<file path="config.mk">
export PLATFORM = sky130hd
export DESIGN_NAME = nac_ctrl
export DESIGN_NICKNAME = d
export VERILOG_FILES = /design/src/inc/nac_pkg.sv /design/src/hdl/nac_ctrl.sv
export SDC_FILE = /design/constraint.sdc
export NUM_CORES = 1
export LEC_CHECK = 0
export BUFFER_PORTS_ARGS = -buffer_cell sky130_fd_sc_hd__clkbuf_2
export CORE_ASPECT_RATIO = 0.75
export CORE_UTILIZATION = 61
export CTS_BUF_LIST = sky130_fd_sc_hd__clkbuf_8
export CTS_CLUSTER_SIZE = 20
export DETAILED_ROUTE_END_ITERATION = 16
export PLACE_DENSITY = 0.79
export SLEW_MARGIN = 20
export SYNTH_ARGS = -nofsm -noshare
export SYNTH_HDL_FRONTEND = slang
export SYNTH_SLANG_ARGS = --single-unit
</file>
<file path="constraint.sdc">
create_clock -name pclk -period 3 [get_ports pclk]
set_input_delay 0.15 -clock pclk [delete_from_list [all_inputs] [get_ports pclk]]
set_output_delay 0.15 -clock pclk [all_outputs]
set_load 0.05 [all_outputs]
</file>
<file path="src/inc/nac_pkg.sv">
// Purpose: shared constants and types of the nonvolatile access control block
// Assumes: pclk at 125 MHz, 8-bit APB byte address, 32-bit APB data
// Notes: state codes are one-hot; the latch block is 32 words of 14 bits
package nac_pkg;

  // register byte offsets
  localparam logic [7:0]  OFF_DATA_LO    = 8'h00;
  localparam logic [7:0]  OFF_DATA_HI    = 8'h04;
  localparam logic [7:0]  OFF_ADR_LO     = 8'h08;
  localparam logic [7:0]  OFF_ADR_HI     = 8'h0C;
  localparam logic [7:0]  OFF_CTL        = 8'h10;
  localparam logic [7:0]  OFF_KEY        = 8'h14;

  // control register field positions
  localparam int          BIT_MEM_SEL    = 7;
  localparam int          BIT_CFG_SEL    = 6;
  localparam int          BIT_LLO        = 5;
  localparam int          BIT_ERASE      = 4;
  localparam int          BIT_ERR        = 3;
  localparam int          BIT_PEN        = 2;
  localparam int          BIT_WR         = 1;
  localparam int          BIT_RD         = 0;

  // unlock key sequence and its tracker
  localparam logic [7:0]  KEY_FIRST      = 8'h55;
  localparam logic [7:0]  KEY_SECOND     = 8'hAA;
  localparam logic [1:0]  KEY_NONE       = 2'h0;
  localparam logic [1:0]  KEY_HALF       = 2'h1;
  localparam logic [1:0]  KEY_ARMED      = 2'h2;

  // configuration space map
  localparam logic [15:0] CFG_UID_FIRST  = 16'h8000;
  localparam logic [15:0] CFG_UID_LAST   = 16'h8003;
  localparam logic [15:0] CFG_DEVID      = 16'h8006;
  localparam logic [15:0] CFG_WORD_FIRST = 16'h8007;
  localparam logic [15:0] CFG_WORD_LAST  = 16'h8008;

  // values after reset
  localparam logic [7:0]  ADR_LO_RST     = 8'h00;
  localparam logic [6:0]  ADR_HI_RST     = 7'h00;
  localparam logic [7:0]  DATA_RST       = 8'h00;
  localparam logic [13:0] LATCH_ERASED   = 14'h3FFF;

  // latch block and timing
  localparam int          LATCH_COUNT    = 32;
  localparam int          LATCH_W        = 5;
  localparam int          PROG_TIME_US   = 2000;
  localparam int          CLK_MHZ        = 125;
  localparam int          PROG_CYCLES    = PROG_TIME_US * CLK_MHZ;

  typedef enum logic [5:0] {
    ST_IDLE   = 6'h01,
    ST_READ   = 6'h02,
    ST_RCAP   = 6'h04,
    ST_ERASE  = 6'h08,
    ST_STREAM = 6'h10,
    ST_WAIT   = 6'h20
  } nac_state_t;

endpackage : nac_pkg

</file>
<file path="src/hdl/nac_ctrl.sv">
// Purpose: APB register file and sequencer for flash and eeprom self-programming
// Assumes: array samples strobes on pclk; read data valid the cycle after the read strobe
// Notes: one APB wait state on every transfer; all outputs are flip-flops
//
// Decided for this implementation: the APB register port and the register offsets.
module nac_ctrl #(
  parameter int PROG_CYCLES = nac_pkg::PROG_CYCLES,
  parameter int CNT_W       = 18
) (
  input  wire logic        pclk,
  input  wire logic        presetn,
  input  wire logic        psel,
  input  wire logic        penable,
  input  wire logic        pwrite,
  input  wire logic [7:0]  paddr,
  input  wire logic [31:0] pwdata,
  output logic      [31:0] prdata,
  output logic             pready,
  output logic             pslverr,
  output logic             mem_rd_en,
  output logic             mem_erase_en,
  output logic             mem_wr_en,
  output logic             mem_flash,
  output logic             mem_cfg,
  output logic      [14:0] mem_addr,
  output logic      [13:0] mem_wdata,
  input  wire logic [13:0] mem_rdata,
  output logic             cpu_stall
);

  ////////////////////////////////////////////////////////////////////////////////
  // elaboration checks
  if (PROG_CYCLES < 1 || PROG_CYCLES >= (1 << CNT_W)) begin : g_bad_cycles
    $error("PROG_CYCLES does not fit the cycle counter");
  end

  typedef enum logic [2:0] {
    RID_DLO, RID_DHI, RID_ALO, RID_AHI, RID_CTL, RID_KEY, RID_NONE
  } nac_rid_t;

  typedef struct packed {
    nac_pkg::nac_state_t                            st;
    logic                                           mem_sel;
    logic                                           cfg_sel;
    logic                                           llo;
    logic                                           erase_sel;
    logic                                           err;
    logic                                           pen;
    logic                                           wr;
    logic                                           rd;
    logic                                           op_flash;
    logic                                           op_erase;
    logic [7:0]                                     data_lo;
    logic [5:0]                                     data_hi;
    logic [7:0]                                     adr_lo;
    logic [6:0]                                     adr_hi;
    logic [1:0]                                     key;
    logic [nac_pkg::LATCH_COUNT-1:0][13:0]          latch;
    logic [nac_pkg::LATCH_W-1:0]                    idx;
    logic [CNT_W-1:0]                               cnt;
    logic                                           pready;
    logic                                           pslverr;
    logic [31:0]                                    prdata;
    logic                                           mem_rd;
    logic                                           mem_erase;
    logic                                           mem_wr;
    logic                                           mem_flash;
    logic                                           mem_cfg;
    logic [14:0]                                    mem_addr;
    logic [13:0]                                    mem_wdata;
    logic                                           stall;
  } nac_regs_t;

  nac_regs_t s_r;
  nac_regs_t s_nxt;

  ////////////////////////////////////////////////////////////////////////////////
  // decoding helpers

  // register id from a byte address
  function automatic nac_rid_t reg_id(input logic [7:0] a);
    if (a == nac_pkg::OFF_DATA_LO) begin
      return RID_DLO;
    end else if (a == nac_pkg::OFF_DATA_HI) begin
      return RID_DHI;
    end else if (a == nac_pkg::OFF_ADR_LO) begin
      return RID_ALO;
    end else if (a == nac_pkg::OFF_ADR_HI) begin
      return RID_AHI;
    end else if (a == nac_pkg::OFF_CTL) begin
      return RID_CTL;
    end else if (a == nac_pkg::OFF_KEY) begin
      return RID_KEY;
    end else begin
      return RID_NONE;
    end
  endfunction : reg_id

  // config space permission; a write may start only at a user id
  function automatic logic cfg_ok(input logic [14:0] a, input logic is_wr);
    logic [15:0] f;
    logic        uid;
    logic        ro;
    f   = {1'b1, a};
    uid = (f >= nac_pkg::CFG_UID_FIRST) && (f <= nac_pkg::CFG_UID_LAST);
    ro  = (f == nac_pkg::CFG_DEVID) ||
          ((f >= nac_pkg::CFG_WORD_FIRST) && (f <= nac_pkg::CFG_WORD_LAST));
    return is_wr ? uid : (uid | ro);
  endfunction : cfg_ok

  ////////////////////////////////////////////////////////////////////////////////
  // next state
  logic [14:0] adr;
  logic        bus_acc;
  nac_rid_t    rid;
  assign adr     = {s_r.adr_hi, s_r.adr_lo};
  assign bus_acc = psel && penable && s_r.pready;
  assign rid     = reg_id(paddr);

  always_comb begin
    logic [7:0] ctl_rd;
    logic       flash_new;
    logic       go_ok;
    ctl_rd    = {s_r.mem_sel, s_r.cfg_sel, s_r.llo, s_r.erase_sel,
                 s_r.err, s_r.pen, s_r.wr, s_r.rd};
    flash_new = 1'b0;
    go_ok     = 1'b0;
    s_nxt     = s_r;
    s_nxt.pready    = 1'b0;
    s_nxt.pslverr   = 1'b0;
    s_nxt.mem_rd    = 1'b0;
    s_nxt.mem_erase = 1'b0;
    s_nxt.mem_wr    = 1'b0;

    // apb access phase: answer after one wait state
    if (psel && penable && !s_r.pready) begin
      s_nxt.pready  = 1'b1;
      s_nxt.pslverr = (rid == RID_NONE);
      s_nxt.prdata  = 32'h0000_0000;
      case (rid)
        RID_DLO: s_nxt.prdata[7:0] = s_r.data_lo;
        RID_DHI: s_nxt.prdata[7:0] = {2'b00, s_r.data_hi};
        RID_ALO: s_nxt.prdata[7:0] = s_r.adr_lo;
        RID_AHI: s_nxt.prdata[7:0] = {1'b1, s_r.adr_hi};
        RID_CTL: s_nxt.prdata[7:0] = ctl_rd;
        default: s_nxt.prdata      = 32'h0000_0000;
      endcase
    end

    // sequencer
    case (s_r.st)
      nac_pkg::ST_READ: begin
        if (s_r.cfg_sel && !cfg_ok(adr, 1'b0)) begin
          s_nxt.data_lo = nac_pkg::DATA_RST;
          s_nxt.data_hi = nac_pkg::DATA_RST[5:0];
          s_nxt.rd      = 1'b0;
          s_nxt.st      = nac_pkg::ST_IDLE;
        end else begin
          s_nxt.mem_rd    = 1'b1;
          s_nxt.mem_addr  = adr;
          s_nxt.mem_cfg   = s_r.cfg_sel;
          s_nxt.mem_flash = s_r.mem_sel | s_r.cfg_sel;
          s_nxt.st        = nac_pkg::ST_RCAP;
        end
      end
      nac_pkg::ST_RCAP: begin
        // data arrives the cycle after the strobe
        if (!s_r.mem_rd) begin
          s_nxt.data_lo = mem_rdata[7:0];
          if (s_r.mem_flash) begin
            s_nxt.data_hi = mem_rdata[13:8];
          end
          s_nxt.rd = 1'b0;
          s_nxt.st = nac_pkg::ST_IDLE;
        end
      end
      nac_pkg::ST_ERASE: begin
        s_nxt.mem_erase = 1'b1;
        s_nxt.mem_addr  = s_r.op_flash ? {adr[14:5], 5'h00} : adr;
        // eeprom always follows its erase with a write
        s_nxt.st = s_r.op_flash ? nac_pkg::ST_WAIT : nac_pkg::ST_STREAM;
      end
      nac_pkg::ST_STREAM: begin
        s_nxt.mem_wr = 1'b1;
        if (s_r.op_flash) begin
          // whole latch block goes out, loaded or not
          s_nxt.mem_addr  = {adr[14:5], s_r.idx};
          s_nxt.mem_wdata = s_r.latch[s_r.idx];
        end else begin
          s_nxt.mem_addr  = adr;
          s_nxt.mem_wdata = {6'h00, s_r.data_lo};
        end
        if (!s_r.op_flash || s_r.idx == nac_pkg::LATCH_W'(nac_pkg::LATCH_COUNT - 1)) begin
          s_nxt.st = nac_pkg::ST_WAIT;
        end else begin
          s_nxt.idx = s_r.idx + 1'b1;
        end
      end
      nac_pkg::ST_WAIT: begin
        // self-timed cycle, processor held while flash is busy
        if (s_r.cnt == CNT_W'(PROG_CYCLES - 1)) begin
          s_nxt.wr    = 1'b0;
          s_nxt.err   = 1'b0;
          s_nxt.stall = 1'b0;
          s_nxt.st    = nac_pkg::ST_IDLE;
          if (s_r.op_flash && s_r.op_erase) begin
            s_nxt.erase_sel = 1'b0;
          end
          if (s_r.op_flash && !s_r.op_erase) begin
            s_nxt.latch = {nac_pkg::LATCH_COUNT{nac_pkg::LATCH_ERASED}};
          end
        end else begin
          s_nxt.cnt = s_r.cnt + 1'b1;
        end
      end
      default: begin
        s_nxt.st = nac_pkg::ST_IDLE;
      end
    endcase

    // register writes and key tracking take effect at the answering edge
    if (bus_acc) begin
      if (!(pwrite && rid == RID_KEY)) begin
        s_nxt.key = nac_pkg::KEY_NONE;
      end
      if (pwrite) begin
        case (rid)
          RID_DLO: s_nxt.data_lo = pwdata[7:0];
          RID_DHI: s_nxt.data_hi = pwdata[5:0];
          RID_ALO: s_nxt.adr_lo  = pwdata[7:0];
          RID_AHI: s_nxt.adr_hi  = pwdata[6:0];
          RID_KEY: begin
            if (pwdata[7:0] == nac_pkg::KEY_FIRST) begin
              s_nxt.key = nac_pkg::KEY_HALF;
            end else if (s_r.key == nac_pkg::KEY_HALF &&
                         pwdata[7:0] == nac_pkg::KEY_SECOND) begin
              s_nxt.key = nac_pkg::KEY_ARMED;
            end else begin
              s_nxt.key = nac_pkg::KEY_NONE;
            end
          end
          RID_CTL: begin
            // control is frozen while an operation runs
            if (s_r.st == nac_pkg::ST_IDLE) begin
              s_nxt.mem_sel   = pwdata[nac_pkg::BIT_MEM_SEL];
              s_nxt.cfg_sel   = pwdata[nac_pkg::BIT_CFG_SEL];
              s_nxt.llo       = pwdata[nac_pkg::BIT_LLO];
              s_nxt.erase_sel = pwdata[nac_pkg::BIT_ERASE];
              s_nxt.err       = pwdata[nac_pkg::BIT_ERR];
              s_nxt.pen       = pwdata[nac_pkg::BIT_PEN];
              flash_new       = s_nxt.mem_sel | s_nxt.cfg_sel;
              go_ok           = (s_r.key == nac_pkg::KEY_ARMED) && s_nxt.pen &&
                                (!s_nxt.cfg_sel || cfg_ok(adr, 1'b1));
              if (pwdata[nac_pkg::BIT_WR]) begin
                s_nxt.err = 1'b1;
                if (go_ok) begin
                  s_nxt.wr       = 1'b1;
                  s_nxt.op_flash = flash_new;
                  s_nxt.op_erase = s_nxt.erase_sel;
                  s_nxt.idx      = '0;
                  s_nxt.cnt      = '0;
                  s_nxt.mem_cfg  = s_nxt.cfg_sel;
                  s_nxt.mem_flash = flash_new;
                  if (!flash_new) begin
                    s_nxt.st = nac_pkg::ST_ERASE;
                  end else if (s_nxt.erase_sel) begin
                    s_nxt.st    = nac_pkg::ST_ERASE;
                    s_nxt.stall = 1'b1;
                  end else begin
                    s_nxt.latch[s_r.adr_lo[4:0]] = {s_r.data_hi, s_r.data_lo};
                    if (s_nxt.llo) begin
                      s_nxt.wr  = 1'b0;
                      s_nxt.err = 1'b0;
                    end else begin
                      s_nxt.st    = nac_pkg::ST_STREAM;
                      s_nxt.stall = 1'b1;
                    end
                  end
                end
              end else if (pwdata[nac_pkg::BIT_RD]) begin
                s_nxt.rd = 1'b1;
                s_nxt.st = nac_pkg::ST_READ;
              end
            end
          end
          default: begin
          end
        endcase
      end
    end
  end

  ////////////////////////////////////////////////////////////////////////////////
  // state register
  always_ff @(posedge pclk or negedge presetn) begin
    if (!presetn) begin
      s_r        <= '0;
      s_r.st     <= nac_pkg::ST_IDLE;
      s_r.adr_lo <= nac_pkg::ADR_LO_RST;
      s_r.adr_hi <= nac_pkg::ADR_HI_RST;
      s_r.latch  <= {nac_pkg::LATCH_COUNT{nac_pkg::LATCH_ERASED}};
    end else begin
      s_r <= s_nxt;
    end
  end

  // outputs straight from the state register
  assign prdata       = s_r.prdata;
  assign pready       = s_r.pready;
  assign pslverr      = s_r.pslverr;
  assign mem_rd_en    = s_r.mem_rd;
  assign mem_erase_en = s_r.mem_erase;
  assign mem_wr_en    = s_r.mem_wr;
  assign mem_flash    = s_r.mem_flash;
  assign mem_cfg      = s_r.mem_cfg;
  assign mem_addr     = s_r.mem_addr;
  assign mem_wdata    = s_r.mem_wdata;
  assign cpu_stall    = s_r.stall;
endmodule : nac_ctrl

</file>
# After elaboration in Yosys (flattened, before gate mapping)
# Index checks and enable logic that the tools add are counted.
# word_totals
register_bits	563
input_bits	59
output_inout_bits	69
elab_cells	224
# classes
addsub	2
n_lt_le_gt_ge	6
eq_ne	25
mux	99
bitwise_logic	3
reduce_logical	28
# op_table
op	n
$mux W448	5
$mux W471	4
$mux W518	2
$bwmux W448	1
$mux W6	12
$bmux W14 S5	1
$demux W14 S5	1
$mux W14	4
$pmux W15 S3	1
$pmux W8 S5	1
$mux W18	2
$mux W2	17
$mux W34	1
$le A16 B16 Y1 const B	2
$mux W16	2
$pmux W6 S5	1
$mux W1	29
$pmux W14 S2	1
$mux W19	1
$add A18 B1 Y18 const B	1
$eq A18 B18 Y1 const B	1
$mux W17	1
$eq A8 B4 Y1 const B	2
$eq A8 B5 Y1 const B	2
other kinds (37)	68

# Longest topological paths before layout
# Gate-level depths: netlist (run 1).
# depth
depth_word	17
mapped_depth	10
mapped_depth_nobuf	8

# Least setup slack after synthesis (run 1)
# Ideal clock, no wire load.
# synth_timing
path_kind	register to register
from	register s_r[89] in the netlist's numbering
to	register s_r[90] in the netlist's numbering
setup_ps	132
t_arrival_ps	2373
required_ps	2868
slack_ps	495
path_stages_with_launch	11
path_buffers	3
period_less_slack_ps	2505
cell_sequence	dfrtp_1 > clkbuf_1 > clkbuf_1 > buf_1 > and3_1 > ha_1 > nand2b_1 > nor3_1 > nand3_1 > xor2_1 > nor2_1
# synth_rtl
element	line_no	source
start, declared	nac_ctrl.sv:74	nac_regs_t s_r;
start signal, assigned	nac_ctrl.sv:303	s_r <= s_nxt;

==> metrics.md, run 1 <==
| Metric | Value |
|---|---|
| Combinational Power Share | 3.6% |
| Vias in the first global route | 24964 |
| All-layer global routing usage | 40.66% |
| DRC violations left | 0 |
| Largest net degree at the start of global routing | 114 |
| Global route hottest layer | met2 |
| Post-synth top cells | nor2_1 (545), dfstp_2 (449), a21oi_1 (363) |
| Yosys reg bits | 563 |
| Worst Path Arrival | 3.53 ns |
| WL final | 99240 um |
| Drt pass-1 iters | 9 |
| CP Cell Sequence | nor4_2 > a41oi_1 > or4_2 > buf_4 > nor4_1 > nor2_1 |
| Final period util | 96.90% |
| H-tree lvl count | 3 |
| Clk pin slew, worst setup/hold paths | 0.07 ns |
| WP depth | 6 |
| Final setup skew | 0.03325 ns |
| Vias per cell | 6.866 |
| R2R cell count | 6 |
| Hold violation total from the final report | 0 |
| Initial antenna violation count | 9 |
| Syn Inst Count | 3036 |
| Worst hold stages | 5 |
| Seq/Total Area, Yosys | 49.76% |
| Die extent in y | 192.3 um |
| Xor and xnor area share after synthesis | 0.5057% |
| Switching power share of the total | 24.30% |
| Ys Warns | 0 |
| Area of the core | 47480 um^2 |
| PortBufs | 79 |
| CTS Root Cell | clkbuf_8 |
| FP Rows | 69 |
| Yosys top cell area share | 40.07% |
| Count leader, synth | nor2_1 |
| Synth cell types | 72 |
| RSZ-0062 raised after global routing | false |
| DP HPWL | 64410 um |
| Final setup fails | 0 |
| Clock sink count | 563 |
| GR Overflow Total | 0 |
| Compound-Gate Fraction of Synth Area | 11.87% |
| Clock tree buffer depth | 3 |
| FMAX | 344.0 MHz |
| Seq pwr share | 50.8% |
| Leak pwr | 12.54 nW |
| Clock Latency Late Sink | 0.72 ns |
| DRT antenna net count | 0 |
| Adder-cell area share of the yosys netlist | 0.1275% |
| Critical path's largest stage delay | 1.00 ns |
| Grt met1 use | 54.19% |
| Die area | 49150 um^2 |
| Area Growth Syn to Fin | 10.82% |
| Crit path capture type | flop |
| CP Launch Type | flop |
| Chip Width | 255.7 um |
| Predominant post-synthesis flop cell | dfstp_2 |
| Yosys top cell by area | dfstp_2 |
| Final setup TNS | 0 ns |
| Starting Density | 62.00% |
| CTS Buf Count | 88 |
| GR Util met2 | 57.93% |
| Vias | 25780 |
| Max-Cap Viols | 0 |
| Top Ports | 128 |
| Starting DRT DRC Count | 3903 |
| NumNets Final | 3108 |
| Post_cts resized | 0 |
| Post-synthesis area per instance | 9.697 um^2 |
| Post-synth EDFFs | 0 |
| Design Area, Final | 32630 um^2 |
| Max-slew violations | 0 |
| Fin crit period | 2.907 ns |
| NetSw | 3.659 mW |
| GPL Wtd Cong | 1.070 |
| Worst slew pin tran | 1.227 ns |
| Met3 usage | 17.11% |
| Int Power | 11.40 mW |
| Buf+Inv Stages, Crit Path | 1 |
| Share of flip-flops with an asynchronous set or reset | 100.0% |
| Synth top area cells | dfstp_2 (40%), dfrtp_1 (9.7%), mux4_2 (7.9%) |
| Worst Path Max Fanout | 29 |
| Power Density | 461.5 nW/um^2 |
| Post-synthesis simple-gate area fraction | 19.74% |
| Worst Hold Class | input port to flop |
| Outcome | finished clean |
| Worst path required time | 3.63 ns |
| Post-Syn Area | 29440 um^2 |
| Clk network pwr share | 45.6% |
| Avg WL per Cell | 26.43 um |
| Post-synthesis mux area share | 11.94% |
| Maximum VDD drop | 424.9 uV |
| Setup Crit Path Kind | flop to flop |
| Share of cells above drive strength 1 | 31.63% |
| Post-DP Area | 30420 um^2 |
| CTS tree | built |
| Critical-path top delay cell | or4_2 |
| Largest family of logic cells by synthesized area | simple AND/OR/NAND/NOR gates |
| First-pass GRT wire length | 151100 um |
| Relative slew slack | 18.07% |
| CP delay by family, top | simple AND/OR/NAND/NOR gates |
[cells in the final DEF (no fill, tap or decap), types with 35 or more instances in the layout]
cell type / n
mux2_2: 44
mux2i_1: 70
nand2_1: 117
dfstp_2: 449
o22ai_1: 41
dlygate4sd3_1: 35
nand4_1: 38
buf_4: 122
inv_1: 38
nand3_1: 41
nor2_1: 545
dfrtp_1: 111
clkbuf_2: 78
clkbuf_8: 120
a21oi_1: 363
o21ai_0: 85
nor3_1: 349
mux4_2: 103
[kinds of logic (layout without fill, tap and decap cells)]
group	after synthesis	in the layout
multiplexers	217	217
other	1	26
adder cells (fa/ha/maj)	3	3
flip-flops	563	563
XOR/XNOR	17	17
buffers and inverters	374	429
AND/OR/NAND/NOR	1243	1243
AO/OA/AOI/OAI	618	618
[metrics by stage]
stage / hold WS (ns) / total power [mW] / std cells / util [%] / setup slack (ns)
6_report: 0.1214 / 15.06 / 3755 / 68.71 / 0.09314
5_1_grt: 0.1628 / 15.44 / 3754 / 68.70 / 0.02357
4_1_cts: 0.05557 / 15.08 / 3753 / 68.70 / 0.1730
3_5_place_dp: 0.3749 / 8.261 / 3560 / 64.06 / 0.1730
3_3_place_gp: 0.3597 / 8.251 / 3560 / 64.06 / 0.2102
2_1_floorplan: -0.1456 / 7.959 / 3059 / - / 0.4950
[sequential cells by signal, summed over array words and instances (netlist names), 8 cells and up]
name       count
s_r          503
mem_wdata     14
mem_addr      15
prdata         8
adr           15
[power by group through the flow]
stage          logic (mW)  clock network [mW]  registers, mW
2_1_floorplan       0.201                   0           7.76
3_3_place_gp        0.490                   0           7.76
3_5_place_dp        0.500                   0           7.76
4_1_cts             0.531                6.90           7.65
5_1_grt             0.574                7.22           7.65
6_report            0.545                6.86           7.65
[routing by layer]
metal / vias to the layer above / wire [um]
met5: - / 67
met4: 8 / 4959
met3: 397 / 15820
met2: 1994 / 41600
met1: 12609 / 36790
li1: 10772 / -
[final timing paths]
kind,startpoint,to,slack (ns)
hold / removal,paddr[1],prdata[0]$_DFFE_PN0P_,0.12
setup / recovery,adr[5]$_DFFE_PN0P_,s_r[347]$_DFF_PN1_,0.09
setup reg to reg,adr[5]$_DFFE_PN0P_,s_r[347]$_DFF_PN1_,0.09
min in group asynchronous,presetn,s_r[77]$_DFF_PN0_,0.22
max in group asynchronous,presetn,s_r[515]$_DFF_PN1_,1.88
hold reg to reg,prdata[5]$_DFFE_PN0P_,prdata[5]$_DFFE_PN0P_,0.50
[worst min-delay path: cells and delay by family]
| family | cells | cell delay [ns] |
|---|---|---|
| buffers and inverters | 1 | 0.10 |
| AND/OR/NAND/NOR | 3 | 0.40 |
| AO/OA/AOI/OAI | 1 | 0.12 |
[final cells by class]
type | count | area, um^2
fillers | 3510 | 14860
flip-flops and latches | 563 | 14660
multi-input cells | 2122 | 13120
repair buffers | 260 | 2152
clock buffers | 120 | 1652
well taps | 639 | 799.5
clock inverters | 38 | 200.2
inverters | 11 | 41.29
diodes | 2 | 5.005
[repair_timing]
item,in CTS,in global routing
setup endpoints to repair,0,0
setup buffers,0,0
hold endpoints to repair,73,0
hold buffers,35,0
Note: power is estimated with default switching activity, not from simulation.
==> inputs of run 2 (changes only) <==
Settings changed: BUFFER_PORTS_ARGS -buffer_cell sky130_fd_sc_hd__clkbuf_2 to unset, DONT_BUFFER_PORTS set to 1, PLACE_DENSITY 0.79 to 0.77.
==> metrics.md, run 2 (synthesis gave the netlist of run 1 again) <==
| Metric | Value |
|---|---|
| FMAX | 339.6 MHz (-1.3%) |
| Area of the core | 47480 um^2 (unchanged) |
| Cts hold-fix bufs | 42 (+20%) |
| Worst Path Arrival | 3.56 ns (+0.03 ns) |
| # fillers | 3586 (+2.2%) |
| NumNets Final | 3037 (-2.3%) |
| Crit path capture type | flop |
| Die extent in y | 192.3 um (unchanged) |
| DRC violations left | 0 (unchanged) |
| Top Ports | 128 (unchanged) |
| Clock sink count | 563 (unchanged) |
| Layout Utilization | 67.72% (-0.99 points) |
| Hold violation total from the final report | 561 (+561) |
| Post-DP Area | 29980 um^2 (-1.5%) |
| Power Density | 451.6 nW/um^2 (-2.2%) |
| Clock Latency Late Sink | 0.70 ns (-0.02 ns) |
| R2R cell count | 8 (+2) |
| Area Growth Syn to Fin | 9.222% |
| First-pass GRT wire length | 148400 um (-1.8%) |
| All-layer global routing usage | 40.10% (-0.56 points) |
| Largest register FFs | 503 (unchanged) |
| Commonest non-fill, non-tap cells in the layout | nor2_1 (545), dfstp_2 (449), a21oi_1 (363) |
| DRT antenna net count | 0 (unchanged) |
| Worst path required time | 3.61 ns (-0.02 ns) |
| Initial antenna violation count | 4 (-5) |
| Largest net degree at the start of global routing | 564 (+390%) |
| Outcome | finished, violations left |
| GR Overflow Total | 0 (unchanged) |
| Final setup skew | 0.03160 ns (-0.001648 ns) |
| Failing checks | hold timing |
| Setup Crit Path Kind | input port to flop |
| Clk pin slew, worst setup/hold paths | 0.07 ns (about the same) |
| Worst Hold Class | input port to asynchronous set/reset pin |
| Clock tree buffer depth | 3 (unchanged) |
| Die area | 49150 um^2 (unchanged) |
| Final period util | 98.17% (+1.3 points) |
| Leak pwr | 12.15 nW (-3.1%) |
| Relative slew slack | 10.78% (-7.3 points) |
| RSZ-0062 raised after global routing | false |
| Setup Fix Bufs, Post-CTS | 0 (unchanged) |
| WHS | -0.8213 ns (-0.9427 ns) |
| Overall Power | 14.52 mW (-3.6%) |
| Share of cells above drive strength 1 | 29.45% (-2.2 points) |
| Max-Cap Viols | 0 (unchanged) |
| FP Rows | 69 (unchanged) |
| CTS tree | built |
| Worst Path Max Fanout | 10 (-66%) |
| Final setup fails | 0 (unchanged) |
| Maximum VDD drop | 397.1 uV (-6.6%) |
| Starting Density | 62.00% (unchanged) |
| Commonest non-fill, non-tap cell in the layout | nor2_1 |
| Biggest register | s_r |
| Fin crit period | 2.945 ns (+0.03817 ns) |
| Chip Width | 255.7 um (unchanged) |
| Vias in the first global route | 24126 (-3.4%) |
| CP Launch Type | input port |
| H-tree lvl count | 3 (unchanged) |
| Worst slew pin tran | 1.338 ns (+0.1118 ns) |
| Max-slew violations | 0 (unchanged) |
| GPL Wtd Cong | 0.9855 (-7.9%) |
| CTS Buf Count | 89 (+1.1%) |
| Vias | 25284 (-1.9%) |
| Avg WL per Cell | 26.75 um (+1.2%) |
| DP HPWL | 63260 um (-1.8%) |
| Starting DRT DRC Count | 3953 (+1.3%) |
| Final setup TNS | 0 ns (unchanged) |
| Design Area, Final | 32160 um^2 (-1.4%) |
| PortBufs | 0 (-100%) |
| WL final | 98460 um (-0.78%) |
| Vias per cell | 6.871 (about the same) |
| Drt pass-1 iters | 8 (-1) |
| CTS Root Cell | clkbuf_8 |
run 2: cell count changes in the layout (fill, tap and decap cells not counted), sizes merged:
cell / delta
dlygate4sd3: +7
clkinvlp: +3
inv: +5
clkbuf: -87
clkinv: -2
buf: -1
run 2: through the flow:
step           hold WS, ns  instances  setup WS [ns]
3_3_place_gp       -0.1352       3481         0.1247
6_report           -0.8213       3680        0.05496
3_5_place_dp       -0.1346       3481        0.06180
2_1_floorplan      -0.1456       3059         0.4950
4_1_cts            -0.8542       3678        0.01577
5_1_grt            -0.8597       3678       0.003605
run 2: worst max-delay path: stages:
cell and delay (ns):
dlygate4sd3_1 0.60, nor4b_2 0.44, dlygate4sd3_1 0.62, and3_1 0.16
buf_4 0.24, nand2_1 0.29, nor3b_1 0.30, dlygate4sd3_1 0.64
nand2b_1 0.12
run 2: final cells by class:
type	instances	area [um^2]	share of cell area [%]
diodes	2	5.005	0.01556
clock buffers	111	1528	4.751
clock inverters	44	206.4	0.6420
inverters	11	41.29	0.1284
multi-input cells	2122	13130	40.84
flip-flops and latches	563	14660	45.59
well taps	639	799.5	2.486
repair buffers	188	1783	5.545
run 2: final timing paths:
check	startpoint	end	slack, ns
worst max register to register	pready$_DFF_PN0_	s_r[573]$_DFF_PN0_	0.10
max in group asynchronous	presetn	mem_wdata[4]$_DFFE_PN0P_	2.76
worst min-delay path	presetn	mem_addr[13]$_DFFE_PN0P_	-0.82
min in group pclk	pwdata[4]	s_r[384]$_DFF_PN1_	0.04
worst max-delay path	paddr[7]	s_r[573]$_DFF_PN0_	0.05
worst min register to register	s_r[578]$_DFFE_PN0P_	s_r[578]$_DFFE_PN0P_	0.52
run 2: layer usage:
metal	track usage, %	wire length, um	up-vias
met5	0	0	-
met4	15.59	3854	0
met3	13.34	13870	298
met2	58.93	42510	1835
met1	55.29	38220	12558
li1	-	-	10593
run 2: power breakdown:
group	total, mW	internal [mW]	switching (mW)
clock network	6.53	3.39	3.14
registers	7.66	7.63	0.0300
logic	0.324	0.0727	0.251
run 2: timing repair:
action / 4_1_cts / 5_1_grt
endpoints found under the hold margin: 643 / 563
resized for setup: 0 / 5
endpoints found under the setup margin: 0 / 219
